--- src/include/amf_pkg.sv ---
package amf_pkg;
    // Register byte addresses
    localparam logic [7:0] ADDR_RAW = 8'h00;
    localparam logic [7:0] ADDR_STATUS = 8'h04;
    localparam logic [7:0] ADDR_MASK = 8'h08;
    localparam logic [7:0] ADDR_OVR = 8'h0c;
    localparam logic [7:0] ADDR_REG = 8'h10;
    // Implemented bit sets
    localparam logic [15:0] ALARM_USED = 16'hfec7;
    localparam logic [7:0] OVR_USED = 8'h0f;
    localparam logic [7:0] REGCTL_USED = 8'h1f;
    // Bit positions
    localparam int B_POR = 0;
    localparam int B_CD = 1;
    localparam int B_INIT = 2;
    localparam int B_CHK0 = 6;
    localparam int B_CHK1 = 7;
    localparam int B_SHUTDOWN_VOLTAGE_FLAG = 9;
    localparam int B_DISCHARGE_OFF_FLAG = 10;
    localparam int B_CHARGE_OFF_FLAG = 11;
    localparam int B_SAB = 12;
    localparam int B_SAA = 13;
    localparam int B_SSB = 14;
    localparam int B_SSA = 15;
    localparam int O_DISCHARGE_DRV_FORCE_ON = 0;
    localparam int O_CHARGE_DRV_FORCE_ON = 1;
    localparam int O_DISCHARGE_DRV_FORCE_OFF = 2;
    localparam int O_CHARGE_DRV_FORCE_OFF = 3;
    localparam int R_REG_EN = 3;
    localparam int R_THERMISTOR_BIAS_HOLD = 4;
    // Reset values
    localparam logic [7:0] OVR_RST = 8'h00;
    localparam logic [7:0] REGCTL_RST = 8'h00;
    localparam logic [31:0] BAD_ADDR_DATA = 32'h00000000;
endpackage

--- src/amf_alarm_fet.sv ---
// The address map and the APB slave port were left to the implementer.
`timescale 1ns/10ps
`default_nettype none
module amf_alarm_fet (
    input wire logic clk, // 200 MHz clock
    input wire logic srst, // Sync reset, active high
    input wire logic psel, // APB select
    input wire logic penable, // APB enable
    input wire logic pwrite, // APB write
    input wire logic [7:0] paddr, // APB byte address
    input wire logic [31:0] pwdata, // APB write data
    output logic [31:0] prdata, // APB read data
    output logic pready, // APB ready
    output logic pslverr, // APB error
    input wire logic fault_group_a_flag, // Safety status A any
    input wire logic fault_group_b_flag, // Safety status B any
    input wire logic warning_group_a_flag, // Safety alert A any
    input wire logic warning_group_b_flag, // Safety alert B any
    input wire logic cell_below_shutdown, // Cell under shutdown level
    input wire logic stack_below_shutdown, // Stack under shutdown level
    input wire logic charger_detect_pin, // Comparator output, async
    input wire logic charger_detect_debounced, // Debounced detect, same clock
    input wire logic normal_mode, // Device in normal mode
    input wire logic check_tick, // Check interval pulse
    input wire logic startup_eval_done, // First evaluation done pulse
    input wire logic por_flag, // Full-reset flag of status word
    input wire logic [15:0] default_alarm_mask, // Data memory default mask
    input wire logic mask_load, // Pulse: reload default mask
    input wire logic host_force_off_allow, // Data memory permission
    input wire logic host_force_on_allow, // Data memory permission
    input wire logic charge_auto_en, // Normal charge enabling
    input wire logic discharge_auto_en, // Normal discharge enabling
    output logic charge_switch_driver, // Charge driver on
    output logic discharge_switch_driver, // Discharge driver on
    output logic charge_off_flag, // Charge driver disabled
    output logic discharge_off_flag, // Discharge driver disabled
    output logic thermistor_bias_hold, // Keep thermistor pull-up on
    output logic aux_ldo_enable, // Auxiliary regulator enable
    output logic [2:0] aux_ldo_voltage_sel, // Regulator voltage code
    output logic alert_out, // Attention pin drive value
    output logic alert_oe // Attention pin output enable
);
    logic [15:0] mask_reg;
    logic [15:0] status_reg;
    logic [7:0] ovr_reg;
    logic [7:0] regctl_reg;
    logic [15:0] raw;
    logic cd_meta_reg, cd_sync_reg;
    logic cd_prev_reg;
    logic cd_change;
    logic chk_pulse_reg;
    logic init_pulse_reg;
    logic wr_acc, rd_acc, addr_ok;
    logic [15:0] clr;
    logic [15:0] set_bits;
    logic chg_next, dsg_next;

    // Two-stage sync on the comparator pin
    always_ff @(posedge clk) begin
        if (srst) begin
            cd_meta_reg <= 1'b0;
            cd_sync_reg <= 1'b0;
        end else begin
            cd_meta_reg <= charger_detect_pin;
            cd_sync_reg <= cd_meta_reg;
        end
    end

    // Previous debounced detect value for change flag
    always_ff @(posedge clk) begin
        if (srst) begin
            cd_prev_reg <= 1'b0;
        end else begin
            cd_prev_reg <= charger_detect_debounced;
        end
    end
    assign cd_change = charger_detect_debounced ^ cd_prev_reg;

    // One-cycle pulses for check and startup events
    always_ff @(posedge clk) begin
        if (srst) begin
            chk_pulse_reg <= 1'b0;
            init_pulse_reg <= 1'b0;
        end else begin
            chk_pulse_reg <= check_tick & normal_mode;
            init_pulse_reg <= startup_eval_done;
        end
    end

    // Raw flags; reserved positions forced to zero
    always_comb begin
        raw = 16'h0000;
        raw[amf_pkg::B_SSA] = fault_group_a_flag;
        raw[amf_pkg::B_SSB] = fault_group_b_flag;
        raw[amf_pkg::B_SAA] = warning_group_a_flag;
        raw[amf_pkg::B_SAB] = warning_group_b_flag;
        raw[amf_pkg::B_CHARGE_OFF_FLAG] = ~charge_switch_driver;
        raw[amf_pkg::B_DISCHARGE_OFF_FLAG] = ~discharge_switch_driver;
        raw[amf_pkg::B_SHUTDOWN_VOLTAGE_FLAG] = cell_below_shutdown | stack_below_shutdown;
        raw[amf_pkg::B_CHK1] = chk_pulse_reg;
        raw[amf_pkg::B_CHK0] = chk_pulse_reg;
        raw[amf_pkg::B_INIT] = init_pulse_reg;
        raw[amf_pkg::B_CD] = cd_sync_reg;
        raw[amf_pkg::B_POR] = por_flag;
    end

    // APB decode: zero wait states
    assign pready = 1'b1;
    assign addr_ok = (paddr == amf_pkg::ADDR_RAW) || (paddr == amf_pkg::ADDR_STATUS) ||
                     (paddr == amf_pkg::ADDR_MASK) || (paddr == amf_pkg::ADDR_OVR) ||
                     (paddr == amf_pkg::ADDR_REG);
    assign pslverr = psel & penable & ~addr_ok;
    assign wr_acc = psel & penable & pwrite & addr_ok;
    assign rd_acc = psel & ~penable & ~pwrite;

    // Change flag uses its own source, not raw bit 1
    always_comb begin
        set_bits = raw & mask_reg;
        set_bits[amf_pkg::B_CD] = cd_change & mask_reg[amf_pkg::B_CD];
    end
    assign clr = (wr_acc && paddr == amf_pkg::ADDR_STATUS) ? pwdata[15:0] : 16'h0000;

    // Latched status; a new event wins over a same-cycle clear
    always_ff @(posedge clk) begin
        if (srst) begin
            status_reg <= 16'h0000;
        end else begin
            status_reg <= ((status_reg & ~clr) | set_bits) & amf_pkg::ALARM_USED;
        end
    end

    // Mask: cleared on reset, default on reload, host may rewrite
    always_ff @(posedge clk) begin
        if (srst) begin
            mask_reg <= 16'h0000;
        end else if (mask_load) begin
            mask_reg <= default_alarm_mask & amf_pkg::ALARM_USED;
        end else if (wr_acc && paddr == amf_pkg::ADDR_MASK) begin
            mask_reg <= pwdata[15:0] & amf_pkg::ALARM_USED;
        end
    end

    // Override and regulator control registers
    always_ff @(posedge clk) begin
        if (srst) begin
            ovr_reg <= amf_pkg::OVR_RST;
            regctl_reg <= amf_pkg::REGCTL_RST;
        end else if (wr_acc && paddr == amf_pkg::ADDR_OVR) begin
            ovr_reg <= pwdata[7:0] & amf_pkg::OVR_USED;
        end else if (wr_acc && paddr == amf_pkg::ADDR_REG) begin
            regctl_reg <= pwdata[7:0] & amf_pkg::REGCTL_USED;
        end
    end

    // Read data registered in setup phase, held through access
    always_ff @(posedge clk) begin
        if (srst) begin
            prdata <= amf_pkg::BAD_ADDR_DATA;
        end else if (rd_acc) begin
            unique case (paddr)
                amf_pkg::ADDR_RAW: prdata <= {16'h0000, raw};
                amf_pkg::ADDR_STATUS: prdata <= {16'h0000, status_reg};
                amf_pkg::ADDR_MASK: prdata <= {16'h0000, mask_reg};
                amf_pkg::ADDR_OVR: prdata <= {24'h000000, ovr_reg};
                amf_pkg::ADDR_REG: prdata <= {24'h000000, regctl_reg};
                default: prdata <= amf_pkg::BAD_ADDR_DATA;
            endcase
        end
    end

    // Driver resolution: force-off beats force-on beats normal enabling
    always_comb begin
        chg_next = charge_auto_en;
        dsg_next = discharge_auto_en;
        if (host_force_on_allow && ovr_reg[amf_pkg::O_CHARGE_DRV_FORCE_ON]) begin
            chg_next = 1'b1;
        end
        if (host_force_on_allow && ovr_reg[amf_pkg::O_DISCHARGE_DRV_FORCE_ON]) begin
            dsg_next = 1'b1;
        end
        if (host_force_off_allow && ovr_reg[amf_pkg::O_CHARGE_DRV_FORCE_OFF]) begin
            chg_next = 1'b0;
        end
        if (host_force_off_allow && ovr_reg[amf_pkg::O_DISCHARGE_DRV_FORCE_OFF]) begin
            dsg_next = 1'b0;
        end
    end

    // Registered driver outputs, off after reset
    always_ff @(posedge clk) begin
        if (srst) begin
            charge_switch_driver <= 1'b0;
            discharge_switch_driver <= 1'b0;
        end else begin
            charge_switch_driver <= chg_next;
            discharge_switch_driver <= dsg_next;
        end
    end
    assign charge_off_flag = ~charge_switch_driver;
    assign discharge_off_flag = ~discharge_switch_driver;

    // Regulator control fields
    assign thermistor_bias_hold = regctl_reg[amf_pkg::R_THERMISTOR_BIAS_HOLD];
    assign aux_ldo_enable = regctl_reg[amf_pkg::R_REG_EN];
    assign aux_ldo_voltage_sel = regctl_reg[2:0];

    // Open-drain attention: drive low only while something is latched
    assign alert_out = 1'b0;
    assign alert_oe = |status_reg;

    // Checks
    latch_hold_a: assert property (@(posedge clk) disable iff (srst)
        status_reg[amf_pkg::B_SHUTDOWN_VOLTAGE_FLAG] && !clr[amf_pkg::B_SHUTDOWN_VOLTAGE_FLAG] |=> status_reg[amf_pkg::B_SHUTDOWN_VOLTAGE_FLAG])
        else $error("latched bit lost without clear");
    shutdown_voltage_flag_clear_a: assert property (@(posedge clk) disable iff (srst)
        clr[amf_pkg::B_SHUTDOWN_VOLTAGE_FLAG] && !set_bits[amf_pkg::B_SHUTDOWN_VOLTAGE_FLAG] |=> !status_reg[amf_pkg::B_SHUTDOWN_VOLTAGE_FLAG])
        else $error("shutdown flag not cleared");
    mask_gate_a: assert property (@(posedge clk) disable iff (srst)
        !mask_reg[amf_pkg::B_DISCHARGE_OFF_FLAG] && !status_reg[amf_pkg::B_DISCHARGE_OFF_FLAG] |=> !status_reg[amf_pkg::B_DISCHARGE_OFF_FLAG])
        else $error("masked source latched");
    discharge_off_flag_raw_a: assert property (@(posedge clk) disable iff (srst)
        raw[amf_pkg::B_DISCHARGE_OFF_FLAG] == !discharge_switch_driver)
        else $error("raw discharge-off bit wrong");
    force_off_a: assert property (@(posedge clk) disable iff (srst)
        host_force_off_allow && ovr_reg[amf_pkg::O_CHARGE_DRV_FORCE_OFF] |=> !charge_switch_driver)
        else $error("charge driver not forced off");
    force_on_a: assert property (@(posedge clk) disable iff (srst)
        host_force_on_allow && ovr_reg[amf_pkg::O_DISCHARGE_DRV_FORCE_ON] && !(host_force_off_allow && ovr_reg[amf_pkg::O_DISCHARGE_DRV_FORCE_OFF])
        |=> discharge_switch_driver)
        else $error("discharge driver not forced on");
    on_gated_a: assert property (@(posedge clk) disable iff (srst)
        !host_force_on_allow && !charge_auto_en |=> !charge_switch_driver)
        else $error("force-on acted without permission");
    alert_pin_a: assert property (@(posedge clk) disable iff (srst)
        alert_oe == (status_reg != 16'h0000) && !alert_out)
        else $error("attention pin mismatch");
    cd_change_a: assert property (@(posedge clk) disable iff (srst)
        mask_reg[amf_pkg::B_CD] && (charger_detect_debounced != $past(charger_detect_debounced))
        |=> status_reg[amf_pkg::B_CD])
        else $error("detect change not latched");
    check_pulse_a: assert property (@(posedge clk) disable iff (srst)
        check_tick && normal_mode |=> raw[amf_pkg::B_CHK0] && raw[amf_pkg::B_CHK1] ##1 !raw[amf_pkg::B_CHK1] || check_tick)
        else $error("check pulse shape wrong");
    rsvd_zero_a: assert property (@(posedge clk) disable iff (srst)
        (mask_reg & ~amf_pkg::ALARM_USED) == 16'h0000 && (ovr_reg & ~amf_pkg::OVR_USED) == 8'h00)
        else $error("reserved bits set");

    // Raw flag sources, checked in the raw vector against the inputs rather than in the latched status
    raw_shutdown_voltage_flag_a: assert property (@(posedge clk) disable iff (srst)
        raw[amf_pkg::B_SHUTDOWN_VOLTAGE_FLAG] == (cell_below_shutdown | stack_below_shutdown))
        else $error("raw shutdown bit wrong");
    raw_por_a: assert property (@(posedge clk) disable iff (srst)
        raw[amf_pkg::B_POR] == por_flag)
        else $error("raw reset-flag bit wrong");
    // Detect pin reaches the raw bit two edges late through the synchroniser
    raw_detect_a: assert property (@(posedge clk) disable iff (srst)
        !$past(srst) && !$past(srst, 2) |-> raw[amf_pkg::B_CD] == $past(charger_detect_pin, 2))
        else $error("raw detect bit wrong");
    init_pulse_a: assert property (@(posedge clk) disable iff (srst)
        startup_eval_done |=> raw[amf_pkg::B_INIT])
        else $error("startup pulse missing");

    // Latching: an enabled source lands even against a same-cycle clear
    raw_latch_a: assert property (@(posedge clk) disable iff (srst)
        set_bits[amf_pkg::B_SHUTDOWN_VOLTAGE_FLAG] |=> status_reg[amf_pkg::B_SHUTDOWN_VOLTAGE_FLAG])
        else $error("enabled source not latched");
    shutdown_voltage_flag_alert_a: assert property (@(posedge clk) disable iff (srst)
        status_reg[amf_pkg::B_SHUTDOWN_VOLTAGE_FLAG] |-> alert_oe && !alert_out)
        else $error("shutdown flag without attention");
    mask_load_a: assert property (@(posedge clk) disable iff (srst)
        mask_load |=> mask_reg == ($past(default_alarm_mask) & amf_pkg::ALARM_USED))
        else $error("default mask not loaded");

    // Driver overrides; force-off wins, both need their permission
    discharge_drv_force_off_a: assert property (@(posedge clk) disable iff (srst)
        host_force_off_allow && ovr_reg[amf_pkg::O_DISCHARGE_DRV_FORCE_OFF] |=> !discharge_switch_driver)
        else $error("discharge driver not forced off");
    charge_drv_force_on_a: assert property (@(posedge clk) disable iff (srst)
        host_force_on_allow && ovr_reg[amf_pkg::O_CHARGE_DRV_FORCE_ON] && !(host_force_off_allow && ovr_reg[amf_pkg::O_CHARGE_DRV_FORCE_OFF])
        |=> charge_switch_driver)
        else $error("charge driver not forced on");
    off_gated_a: assert property (@(posedge clk) disable iff (srst)
        !host_force_off_allow && charge_auto_en |=> charge_switch_driver)
        else $error("force-off acted without permission");

    // Register writes land in the controls one edge later
    ts_hold_a: assert property (@(posedge clk) disable iff (srst)
        wr_acc && paddr == amf_pkg::ADDR_REG |=> thermistor_bias_hold == $past(pwdata[amf_pkg::R_THERMISTOR_BIAS_HOLD]))
        else $error("thermistor hold not written");
    ldo_en_a: assert property (@(posedge clk) disable iff (srst)
        wr_acc && paddr == amf_pkg::ADDR_REG |=> aux_ldo_enable == $past(pwdata[amf_pkg::R_REG_EN]))
        else $error("regulator enable not written");
    ovr_write_a: assert property (@(posedge clk) disable iff (srst)
        wr_acc && paddr == amf_pkg::ADDR_OVR |=> ovr_reg == ($past(pwdata[7:0]) & amf_pkg::OVR_USED))
        else $error("override write wrong");
    upper_zero_a: assert property (@(posedge clk) disable iff (srst)
        rd_acc |=> prdata[31:16] == 16'h0000)
        else $error("upper read bits not zero");

    cov_alert_c: cover property (@(posedge clk) disable iff (srst) !alert_oe ##1 alert_oe);
    cov_clear_c: cover property (@(posedge clk) disable iff (srst) alert_oe ##1 !alert_oe);
    cov_force_c: cover property (@(posedge clk) disable iff (srst)
        host_force_off_allow && ovr_reg[amf_pkg::O_CHARGE_DRV_FORCE_OFF] && charge_auto_en);
    cov_race_c: cover property (@(posedge clk) disable iff (srst) |(clr & set_bits));
    cov_change_c: cover property (@(posedge clk) disable iff (srst) cd_change && mask_reg[amf_pkg::B_CD]);
endmodule
`default_nettype wire

--- config.mk ---
export PLATFORM = sky130hd
export DESIGN_NAME = amf_alarm_fet
export DESIGN_NICKNAME = d
export VERILOG_FILES = /design/src/include/amf_pkg.sv /design/src/amf_alarm_fet.sv
export SDC_FILE = /design/constraint.sdc
export NUM_CORES = 1
export LEC_CHECK = 0
export BUFFER_PORTS_ARGS = -buffer_cell sky130_fd_sc_hd__buf_2
export CORE_ASPECT_RATIO = 0.7
export CORE_MARGIN = 2
export CORE_UTILIZATION = 49
export DETAILED_ROUTE_END_ITERATION = 8
export PLACE_DENSITY_LB_ADDON = 0.3
export SLEW_MARGIN = 15
export SYNTH_ARGS = -nofsm -noshare
export SYNTH_HDL_FRONTEND = slang
export SYNTH_SLANG_ARGS = --single-unit
--- constraint.sdc ---
create_clock -name clk -period 3.35 [get_ports clk]
set_input_delay 0.335 -clock clk [delete_from_list [all_inputs] [get_ports clk]]
set_output_delay 0.335 -clock clk [all_outputs]
set_load 0.01 [all_outputs]
==> results.json, run 1 <==
{
  "status": "finished, final reports clean",
  "path_class": "input port to register",
  "crit_required_ns": 3.51,
  "max_stage_delay_ns": 0.64,
  "synth_edf_count": 0,
  "numCtsBuffers": 5,
  "grt_pass1_vias": 2187,
  "synthCells": 303,
  "period_needed_ns": 1.86,
  "slew_headroom_pct": 49.2,
  "final_cells": 446,
  "grtUsageTotal_pct": 22.5,
  "cts.sinks": 54,
  "synth_most_common_cell": "dfxtp_1",
  "end_kind": "register",
  "area_growth_pct": 16.3,
  "rsz0062_at_grt": "no",
  "core_area_um2": 5310,
  "drive_gt1_share_pct": 29.4,
  "root_buffer": "clkbuf_8",
  "setup_viol": 0,
  "worstPathBufferInverterCount": 1,
  "ir_worst_vdd_mv": 0.167,
  "dieHeight_um": 66.4,
  "gr-total-overflow": 0,
  "worstMarginPinSlew_ns": 0.760,
  "crit_end": "mask_reg[6]",
  "ys_ff_latch": 54,
  "dpl_cell_area_um2": 3060,
  "timing.setup.tns_ns": 0,
  "p_total_uw": 1310,
  "start_kind": "input port",
  "clk_latency_ns": 0.30,
  "dpl.cell_count": 438,
  "viasPerCell": 5.52,
  "numPortBuffers": 80,
  "drt_iter0_drc": 290,
  "synth_top_cell_by_area": "dfxtp_1",
  "dieArea_um2": 6190,
  "syn_area_um2": 2730,
  "asyncSetResetFlopFracSynth_pct": 0,
  "clk_pin_slew_ns": 0.10,
  "antenna_left": 0,
  "yosys.cell_types.count": 36,
  "rr_endpoint": "prdata[1]",
  "cp_slowest_cell": "nand4_1",
  "critical_path.startpoint": "paddr[1]",
  "dr.pass1.iters": 4,
  "yosys_warnings": 0,
  "grt_pass1_wl_um": 11000,
  "routed_wl_um": 6850,
  "drcViolationCount": 0,
  "min_path_type": "input port to register",
  "gp_congestion": 0.837,
  "worstHoldStart": "host_force_off_allow",
  "synth_common_cells": "dfxtp_1, nand2_1, buf_4, a21oi_1, nor2_1",
  "synth_top_area_share_pct": 39.6,
  "timing.rr.start": "ovr_reg[1]",
  "cts_tree": "done",
  "largest_reg_flops": 14,
  "power.density_nw_per_um2": 412,
  "fp.dieW_um": 93.2,
  "start_util_pct": 51.3,
  "design_area_um2": 3170,
  "r2r_cells": 4,
  "ys.flop_type": "dfxtp_1",
  "dp_hpwl_um": 4970,
  "yosysSeqAreaShare_pct": 39.6,
  "drv_cap": 0,
  "post-cts-setup-buffers": 0,
  "postCtsHoldBufs": 0,
  "rrSetupSlack_ns": 2.14,
  "routedWlPerCell_um": 15.4,
  "fp-row-count": 22,
  "crit_path_max_fanout": 12,
  "drv_slew": 0,
  "fin_skew_ns": 0.00638,
  "vias": 2460,
  "cts_resized": 0,
  "period_share_pct": 55.5,
  "antenna_found_initial": 0,
  "cts_max_level": 2,
  "num-nets-final": 451,
  "ios": 123,
  "n_antenna_cell": 0,
  "crit_family": "simple AND/OR/NAND/NOR gates",
  "hold_viol": 0,
  "critical_path.cell_chain": "buf_2, nor4_1, nand4_1, nand2_1, a221oi_1",
  "ctsLongestPathBuffers": 2,
  "grt_max_degree": 48,
  "max_freq_mhz": 538,
  "synth.avg_cell_area_um2": 9.00,
  "worstPathArrival_ns": 2.02,
  "synth_area_leaders": "dfxtp_1, buf_4, mux2i_1",
  "cp.depth": 5,
  "cellLeakagePower_uw": 0.00139
}
-- how the worst min path moves through the flow --
| stage | to | slack (ns) | cells past startpoint |
|---|---|---|---|
| floorplan | cd_sync_reg | 0.41 | 1 |
| detailed placement | cd_sync_reg | 0.44 | 1 |
| global placement | cd_sync_reg | 0.42 | 1 |
| CTS | status_reg[14] | 0.22 | 2 |
| finish | discharge_switch_driver | 0.23 | 2 |
| global route | status_reg[14] | 0.22 | 2 |
-- stage by stage --
stage	setup WS [ns]	hold slack [ns]	util (%)
3_3_place_gp	1.27	0.417	57.7
6_report	1.49	0.226	59.7
2_1_floorplan	1.63	0.414	-
3_5_place_dp	1.22	0.444	57.7
5_1_grt	1.33	0.216	59.7
4_1_cts	1.53	0.220	59.7
-- worst reg2reg max path, delay by kind of cell, from the launching register on --
kind | cells | cell delay, ns
AOI/OAI and AO/OA | 3 | 0.47
DFF | 1 | 0.34
muxes | 1 | 0.26
-- area by class of cell --
cell class	instances	area, µm²
Multi-Input combinational cell	214	1410
Clock buffer	6	72.6
Fill cell	476	2140
Clock inverter	2	37.5
Tap cell	72	90.1
Sequential cell	54	1080
Inverter	14	52.6
Timing Repair Buffer	84	430
-- logic make-up (layout without fill, tap and decap cells) --
logic type / after synthesis / count (layout) / share of synthesized area [%]
flip-flops: 54 / 54 / 39.6
other: 2 / 20 / 0.275
XOR/XNOR: 1 / 1 / 0.321
multiplexers: 21 / 21 / 7.98
AND/OR/NAND/NOR: 84 / 84 / 15.4
AO/OA/AOI/OAI: 88 / 88 / 25.2
buffers and inverters: 53 / 106 / 11.2
-- power by group --
group,internal (µW),switching (µW)
registers,666,19.2
clock network,223,216
logic,73.3,110
total,962,345
-- placed cells by master (no fill, tap or decap), drive strengths merged --
cell type,instances
nor4,4
nor2,18
dfxtp,54
mux2,6
a221oi,12
and3,2
a21oi,19
mux2i,15
conb,20
nand4,5
clkbuf,6
inv,14
o31ai,1
xor2,1
nand2b,1
nor3b,1
nand3,3
or4,1
nor3,3
buf,84
a211oi,5
a22oi,3
a41oi,12
a311oi,11
or3,1
bufinv,1
nor2b,7
o21ai,12
nand2,37
a22o,12
and2,1
clkinvlp,1
a2bb2oi,1
-- metal layers --
metal / GRT usage [%] / vias to the layer above / part of all wire [%]
met5: 0 / - / 0
met3: 4.68 / 2 / 7.9
met4: 3.68 / 0 / 0.12
met1: 33.4 / 1135 / 49
met2: 34.1 / 110 / 43
li1: - / 1213 / -
Power figures use the tool's default switching activity.
==> inputs of run 2 (changes only) <==
--- a/config.mk
+++ b/config.mk
@@ -5,10 +5,11 @@
 export SDC_FILE = /design/constraint.sdc
 export NUM_CORES = 1
 export LEC_CHECK = 0
+export ABC_AREA = 1
 export BUFFER_PORTS_ARGS = -buffer_cell sky130_fd_sc_hd__buf_2
 export CORE_ASPECT_RATIO = 0.7
 export CORE_MARGIN = 2
-export CORE_UTILIZATION = 49
+export CORE_UTILIZATION = 43
 export DETAILED_ROUTE_END_ITERATION = 8
 export PLACE_DENSITY_LB_ADDON = 0.3
 export SLEW_MARGIN = 15
==> constraint.sdc (replaced) <==
create_clock -name clk -period 1.6 [get_ports clk]
set_input_delay 0.16 -clock clk [delete_from_list [all_inputs] [get_ports clk]]
set_output_delay 0.16 -clock clk [all_outputs]
set_load 0.01 [all_outputs]
==> run 2 against run 1 <==
Die area increased by 15%. Design area increased by 3.2%. Final cell count increased by 27%. Power increased by 93%. Register-to-register slack got worse by 1.4 ns. Largest power group unchanged.
==> results.json, run 2 <==
{
  "cts_tree": "done",
  "multi_input_area_um2": 1420,
  "cts_max_level": 2,
  "rr_endpoint": "status_reg[1]",
  "power.density_nw_per_um2": 771,
  "post-cts-setup-buffers": 0,
  "yosys.cell_types.count": 23,
  "root_buffer": "clkbuf_8",
  "n_antenna_cell": 0,
  "period_needed_ns": 1.42,
  "status": "finished, final reports clean",
  "grtUsageTotal_pct": 21.8,
  "numPortBuffers": 80,
  "synth_top_area_share_pct": 38.9,
  "muxShareOfSynthArea_pct": 0,
  "start_util_pct": 44.5,
  "cellLeakagePower_uw": 0.00154,
  "worstPathArrival_ns": 1.26,
  "fp.dieW_um": 100,
  "max_freq_mhz": 703,
  "core_area_um2": 6250,
  "grt_pass1_wl_um": 12400,
  "crit_path_max_fanout": 3,
  "path_class": "register to primary output",
  "start_kind": "register",
  "synthXorXnorAreaFrac_pct": 0,
  "antenna_left": 0,
  "grt_max_degree": 42,
  "postCtsHoldBufs": 0,
  "routedWlPerCell_um": 13.1,
  "ctsLongestPathBuffers": 2,
  "period_share_pct": 88.9,
  "dieHeight_um": 71.2,
  "dpl_cell_area_um2": 3180,
  "gr-total-overflow": 0,
  "ir_worst_vdd_mv": 0.471,
  "hold_viol": 0,
  "drive_gt1_share_pct": 23.3,
  "drv_cap": 0,
  "n_fill_cell": 635,
  "synth_top_cell_by_area": "dfxtp_1",
  "synth_common_cells": "nand2_1, dfxtp_1, a21oi_1, nor2_1",
  "clk_latency_ns": 0.31,
  "r2r_cells": 4,
  "timing.setup.tns_ns": 0,
  "asyncSetResetFlopFracSynth_pct": 0,
  "gp_congestion": 0.920,
  "crit_end": "alert_oe",
  "syn_area_um2": 2780,
  "synth_top_family_by_area": "simple AND/OR/NAND/NOR gates",
  "seqCellArea_um2": 1080,
  "synth_edf_count": 0,
  "dr.pass1.iters": 5,
  "final_common_cell": "nand2_1",
  "p_total_uw": 2530,
  "synth.avg_cell_area_um2": 6.74,
  "grt_pass1_vias": 2571,
  "rrSetupSlack_ns": 0.71,
  "cts_resized": 0,
  "synth_compound_area_share_pct": 11.4,
  "synthSimpleGateAreaFrac_pct": 36.9,
  "largest_reg_flops": 14,
  "yosysSeqAreaShare_pct": 38.9,
  "dp_hpwl_um": 5720,
  "setup_viol": 0,
  "synthCells": 412,
  "max_stage_delay_ns": 0.34,
  "drv_slew": 0,
  "synthAdderAreaFrac_pct": 0,
  "layout.cells.most_common_list": "nand2_1, buf_2, dfxtp_1",
  "area_growth_pct": 17.9,
  "clk_pin_slew_ns": 0.10,
  "critical_path.startpoint": "status_reg[10]",
  "fin_skew_ns": 0.00879,
  "hold_slack_ns": 0.0418,
  "antenna_found_initial": 0,
  "cts.sinks": 54,
  "critical_path.cell_chain": "nor4_1, nand3_1, buf_2",
  "ys_ff_latch": 54,
  "drcViolationCount": 0,
  "numCtsBuffers": 5,
  "routed_wl_um": 7460,
  "timing.rr.start": "mask_reg[1]",
  "drt_iter0_drc": 209,
  "min_path_type": "input port to register",
  "end_kind": "primary output",
  "design_area_um2": 3270,
  "dieArea_um2": 7130,
  "yosys_warnings": 0,
  "crit_required_ns": 1.44,
  "rsz0062_at_grt": "no",
  "synth_area_leaders": "dfxtp_1, nand2_1, a21oi_1",
  "fp-row-count": 24,
  "holdPathStages": 3,
  "viasPerCell": 5.01,
  "ios": 123,
  "ys.flop_type": "dfxtp_1",
  "vias": 2845,
  "synth_most_common_cell": "nand2_1",
  "cp_slowest_cell": "dfxtp_1",
  "num-nets-final": 567
}
run 2: changes by cell type after synthesis, sizes merged, moves of 13 or more:
cell   delta
inv      +13
a21oi    +26
nor2     +18
nand3    +21
nand2   +107
mux2i    -15
run 2: through the flow:
step | std cells | util, % | worst slack [ns]
after floorplan | 430 | - | 0.523
after global placement | 560 | 51.0 | 0.200
after detailed placement | 560 | 51.0 | 0.166
after CTS | 568 | 52.4 | 0.165
after global routing | 568 | 52.4 | 0.0767
final | 568 | 52.4 | 0.177
run 2: cell type report:
class / count / share of cell area (%)
Multi-Input combinational cell: 311 / 43.3
Sequential cell: 54 / 33.0
Timing Repair Buffer: 90 / 14.9
Inverter: 27 / 3.10
Tap cell: 78 / 2.98
Clock buffer: 5 / 2.10
Clock inverter: 3 / 0.650
run 2: report_power, final:
group | total, µW | switching [µW] | internal [µW]
Sequential | 1430 | 35.1 | 1390
Clock | 762 | 453 | 308
Combinational | 338 | 209 | 129
Total | 2530 | 698 | 1830
run 2: worst min path at each step:
| stage | start | slack (ns) | end |
|---|---|---|---|
| after floorplan | host_force_off_allow | 0.26 | charge_switch_driver |
| after global placement | startup_eval_done | 0.36 | init_pulse_reg |
| after detailed placement | charger_detect_pin | 0.37 | cd_meta_reg |
| after CTS | charger_detect_pin | 0.04 | cd_meta_reg |
| after global routing | charger_detect_pin | 0.04 | cd_meta_reg |
| final | charger_detect_pin | 0.04 | cd_meta_reg |
run 2: cells by family (layout without fill, tap and decap cells):
family                 count (synthesis)  in the layout
flip-flops                            54             54
AO/OA/AOI/OAI                         62             62
other                                  2             20
buffers and inverters                 65            125
AND/OR/NAND/NOR                      229            229
run 2: worst max-delay path, delay by kind of cell (launching register included):
kind / cells / cell delay, ns
AND/OR/NAND/NOR: 2 / 0.45
flip-flops: 1 / 0.34
buffers and inverters: 1 / 0.17
run 2: metal layers:
metal	track usage, %	wire length, µm	up-vias
met5	0	0	-
li1	-	-	1446
met2	32.2	3090	126
met4	6.39	124	0
met1	32.7	3590	1257
met3	3.80	654	16
==> inputs of run 3 (changes only) <==
--- a/config.mk
+++ b/config.mk
@@ -6,7 +6,7 @@
 export NUM_CORES = 1
 export LEC_CHECK = 0
 export ABC_AREA = 1
-export BUFFER_PORTS_ARGS = -buffer_cell sky130_fd_sc_hd__buf_2
+export BUFFER_PORTS_ARGS = -buffer_cell sky130_fd_sc_hd__buf_4
 export CORE_ASPECT_RATIO = 0.7
 export CORE_MARGIN = 2
 export CORE_UTILIZATION = 43
==> run 3 against run 2 <==
Hold slack better by 0.0056 ns. Sequential share of layout area down 1.9 points. Count of clock-buffer cells in the layout unchanged. Register-to-register slack better by 0.03 ns. Fmax down 0.30%. Via count down 0.56%. Global-route usage down 0.091 points.
==> results.json, run 3 (synthesized netlist as in run 2, its figures left out) <==
{
  "numCtsBuffers": 5,
  "clk_pin_slew_ns": 0.10,
  "cellLeakagePower_uw": 0.00160,
  "antenna_found_initial": 0,
  "routed_wl_um": 7640,
  "largest_reg_flops": 14,
  "switching_share_pct": 26.7,
  "drcViolationCount": 0,
  "setup_viol": 0,
  "core_area_um2": 6250,
  "grtUsageTotal_pct": 21.7,
  "end_kind": "primary output",
  "cts_max_level": 2,
  "combPwrFrac_pct": 15.2,
  "gp_congestion": 0.892,
  "seq_power_share_pct": 56.1,
  "root_buffer": "clkbuf_8",
  "clk_latency_ns": 0.30,
  "path_class": "register to primary output",
  "start_kind": "register",
  "grt_pass1_wl_um": 12300,
  "fp.dieW_um": 100,
  "p_clk_share_pct": 28.7,
  "rsz0062_at_grt": "no",
  "power.density_nw_per_um2": 731,
  "crit_path_max_fanout": 3,
  "cts.sinks": 54,
  "worstPathArrival_ns": 1.27,
  "max_freq_mhz": 701,
  "postCtsHoldBufs": 0,
  "area_growth_pct": 25.3,
  "grt_max_degree": 27,
  "gr-total-overflow": 0,
  "layout.cells.most_common_list": "nand2_1, buf_4, dfxtp_1",
  "period_needed_ns": 1.43,
  "cts_resized": 0,
  "min_path_type": "input port to register",
  "post-cts-setup-buffers": 0,
  "p_int_uw": 1860,
  "num-nets-final": 569,
  "period_share_pct": 89.2,
  "ctsLongestPathBuffers": 2,
  "dieArea_um2": 7130,
  "viasPerCell": 4.97,
  "ir_worst_vdd_mv": 0.436,
  "fin_skew_ns": 0.00590,
  "dp_hpwl_um": 5800,
  "dr.pass1.iters": 5,
  "final_cells": 569,
  "r2r_cells": 4,
  "hold_viol": 0,
  "drive_gt1_share_pct": 23.4,
  "crit_required_ns": 1.44,
  "status": "finished, final reports clean",
  "timing.setup.tns_ns": 0,
  "ios": 123,
  "holdPathStages": 2,
  "drt_iter0_drc": 217,
  "drv_cap": 0,
  "fp-row-count": 24,
  "hold_slack_ns": 0.0473,
  "n_antenna_cell": 0,
  "antenna_left": 0,
  "routedWlPerCell_um": 13.4,
  "vias": 2829,
  "numPortBuffers": 80,
  "switchingPower_uw": 680,
  "dpl.cell_count": 562,
  "final_common_cell": "nand2_1",
  "drv_slew": 0,
  "dieHeight_um": 71.2,
  "grt_pass1_vias": 2550,
  "start_util_pct": 44.5,
  "cts_tree": "done"
}
[run 3: changes by cell type in the layout (fill, tap and decap cells not counted), sizes merged]
cell,delta
buf,+2
clkinvlp,-1
[run 3: layer usage]
metal | vias up | share of wire, % | wire, µm | track usage (%)
li1 | 1448 | - | - | -
met1 | 1256 | 49 | 3770 | 32.5
met2 | 120 | 42 | 3210 | 32.6
met3 | 5 | 8.4 | 641 | 4.98
met4 | 0 | 0.35 | 27 | 3.65
met5 | - | 0 | 0 | 0
[run 3: worst paths after layout]
path                                                end                 start  slack [ns]
worst max-delay path                           alert_oe        status_reg[10]        0.17
worst min-delay path            discharge_switch_driver  host_force_off_allow        0.05
worst min register to register              cd_sync_reg           cd_meta_reg        0.41
worst max register to register            status_reg[1]           mask_reg[1]        0.74
[run 3: layout make-up]
class                           count  area (µm²)
Inverter                           27         101
Fill cell                         611        2770
Clock buffer                        5        68.8
Sequential cell                    54        1080
Multi-Input combinational cell    311        1420
Timing Repair Buffer               92         703
Clock inverter                      2        10.0
Tap cell                           78        97.6
[run 3: power by group through the flow]
stage / clock network (µW) / logic [µW] / registers [µW]
6_report: 729 / 388 / 1430
5_1_grt: 790 / 426 / 1430
4_1_cts: 737 / 387 / 1420
3_5_place_dp: 0 / 384 / 1460
3_3_place_gp: 0 / 379 / 1460
2_1_floorplan: 0 / 226 / 1450
[run 3: worst max-delay path, cell delays in order, from the launching register on]
cell	delay (ns)
dfxtp_1	0.34
nor4_1	0.33
nand3_1	0.13
buf_4	0.17
[run 3: through the flow]
stage / power, µW / utilization [%] / worst slack [ns] / cell area, µm²
floorplan: 1670 / - / 0.523 / 2840
detailed placement: 1840 / 54.4 / 0.176 / 3400
global route: 2650 / 55.7 / 0.0956 / 3480
finish: 2540 / 55.7 / 0.173 / 3480
CTS: 2550 / 55.7 / 0.151 / 3480
global placement: 1830 / 54.4 / 0.234 / 3400
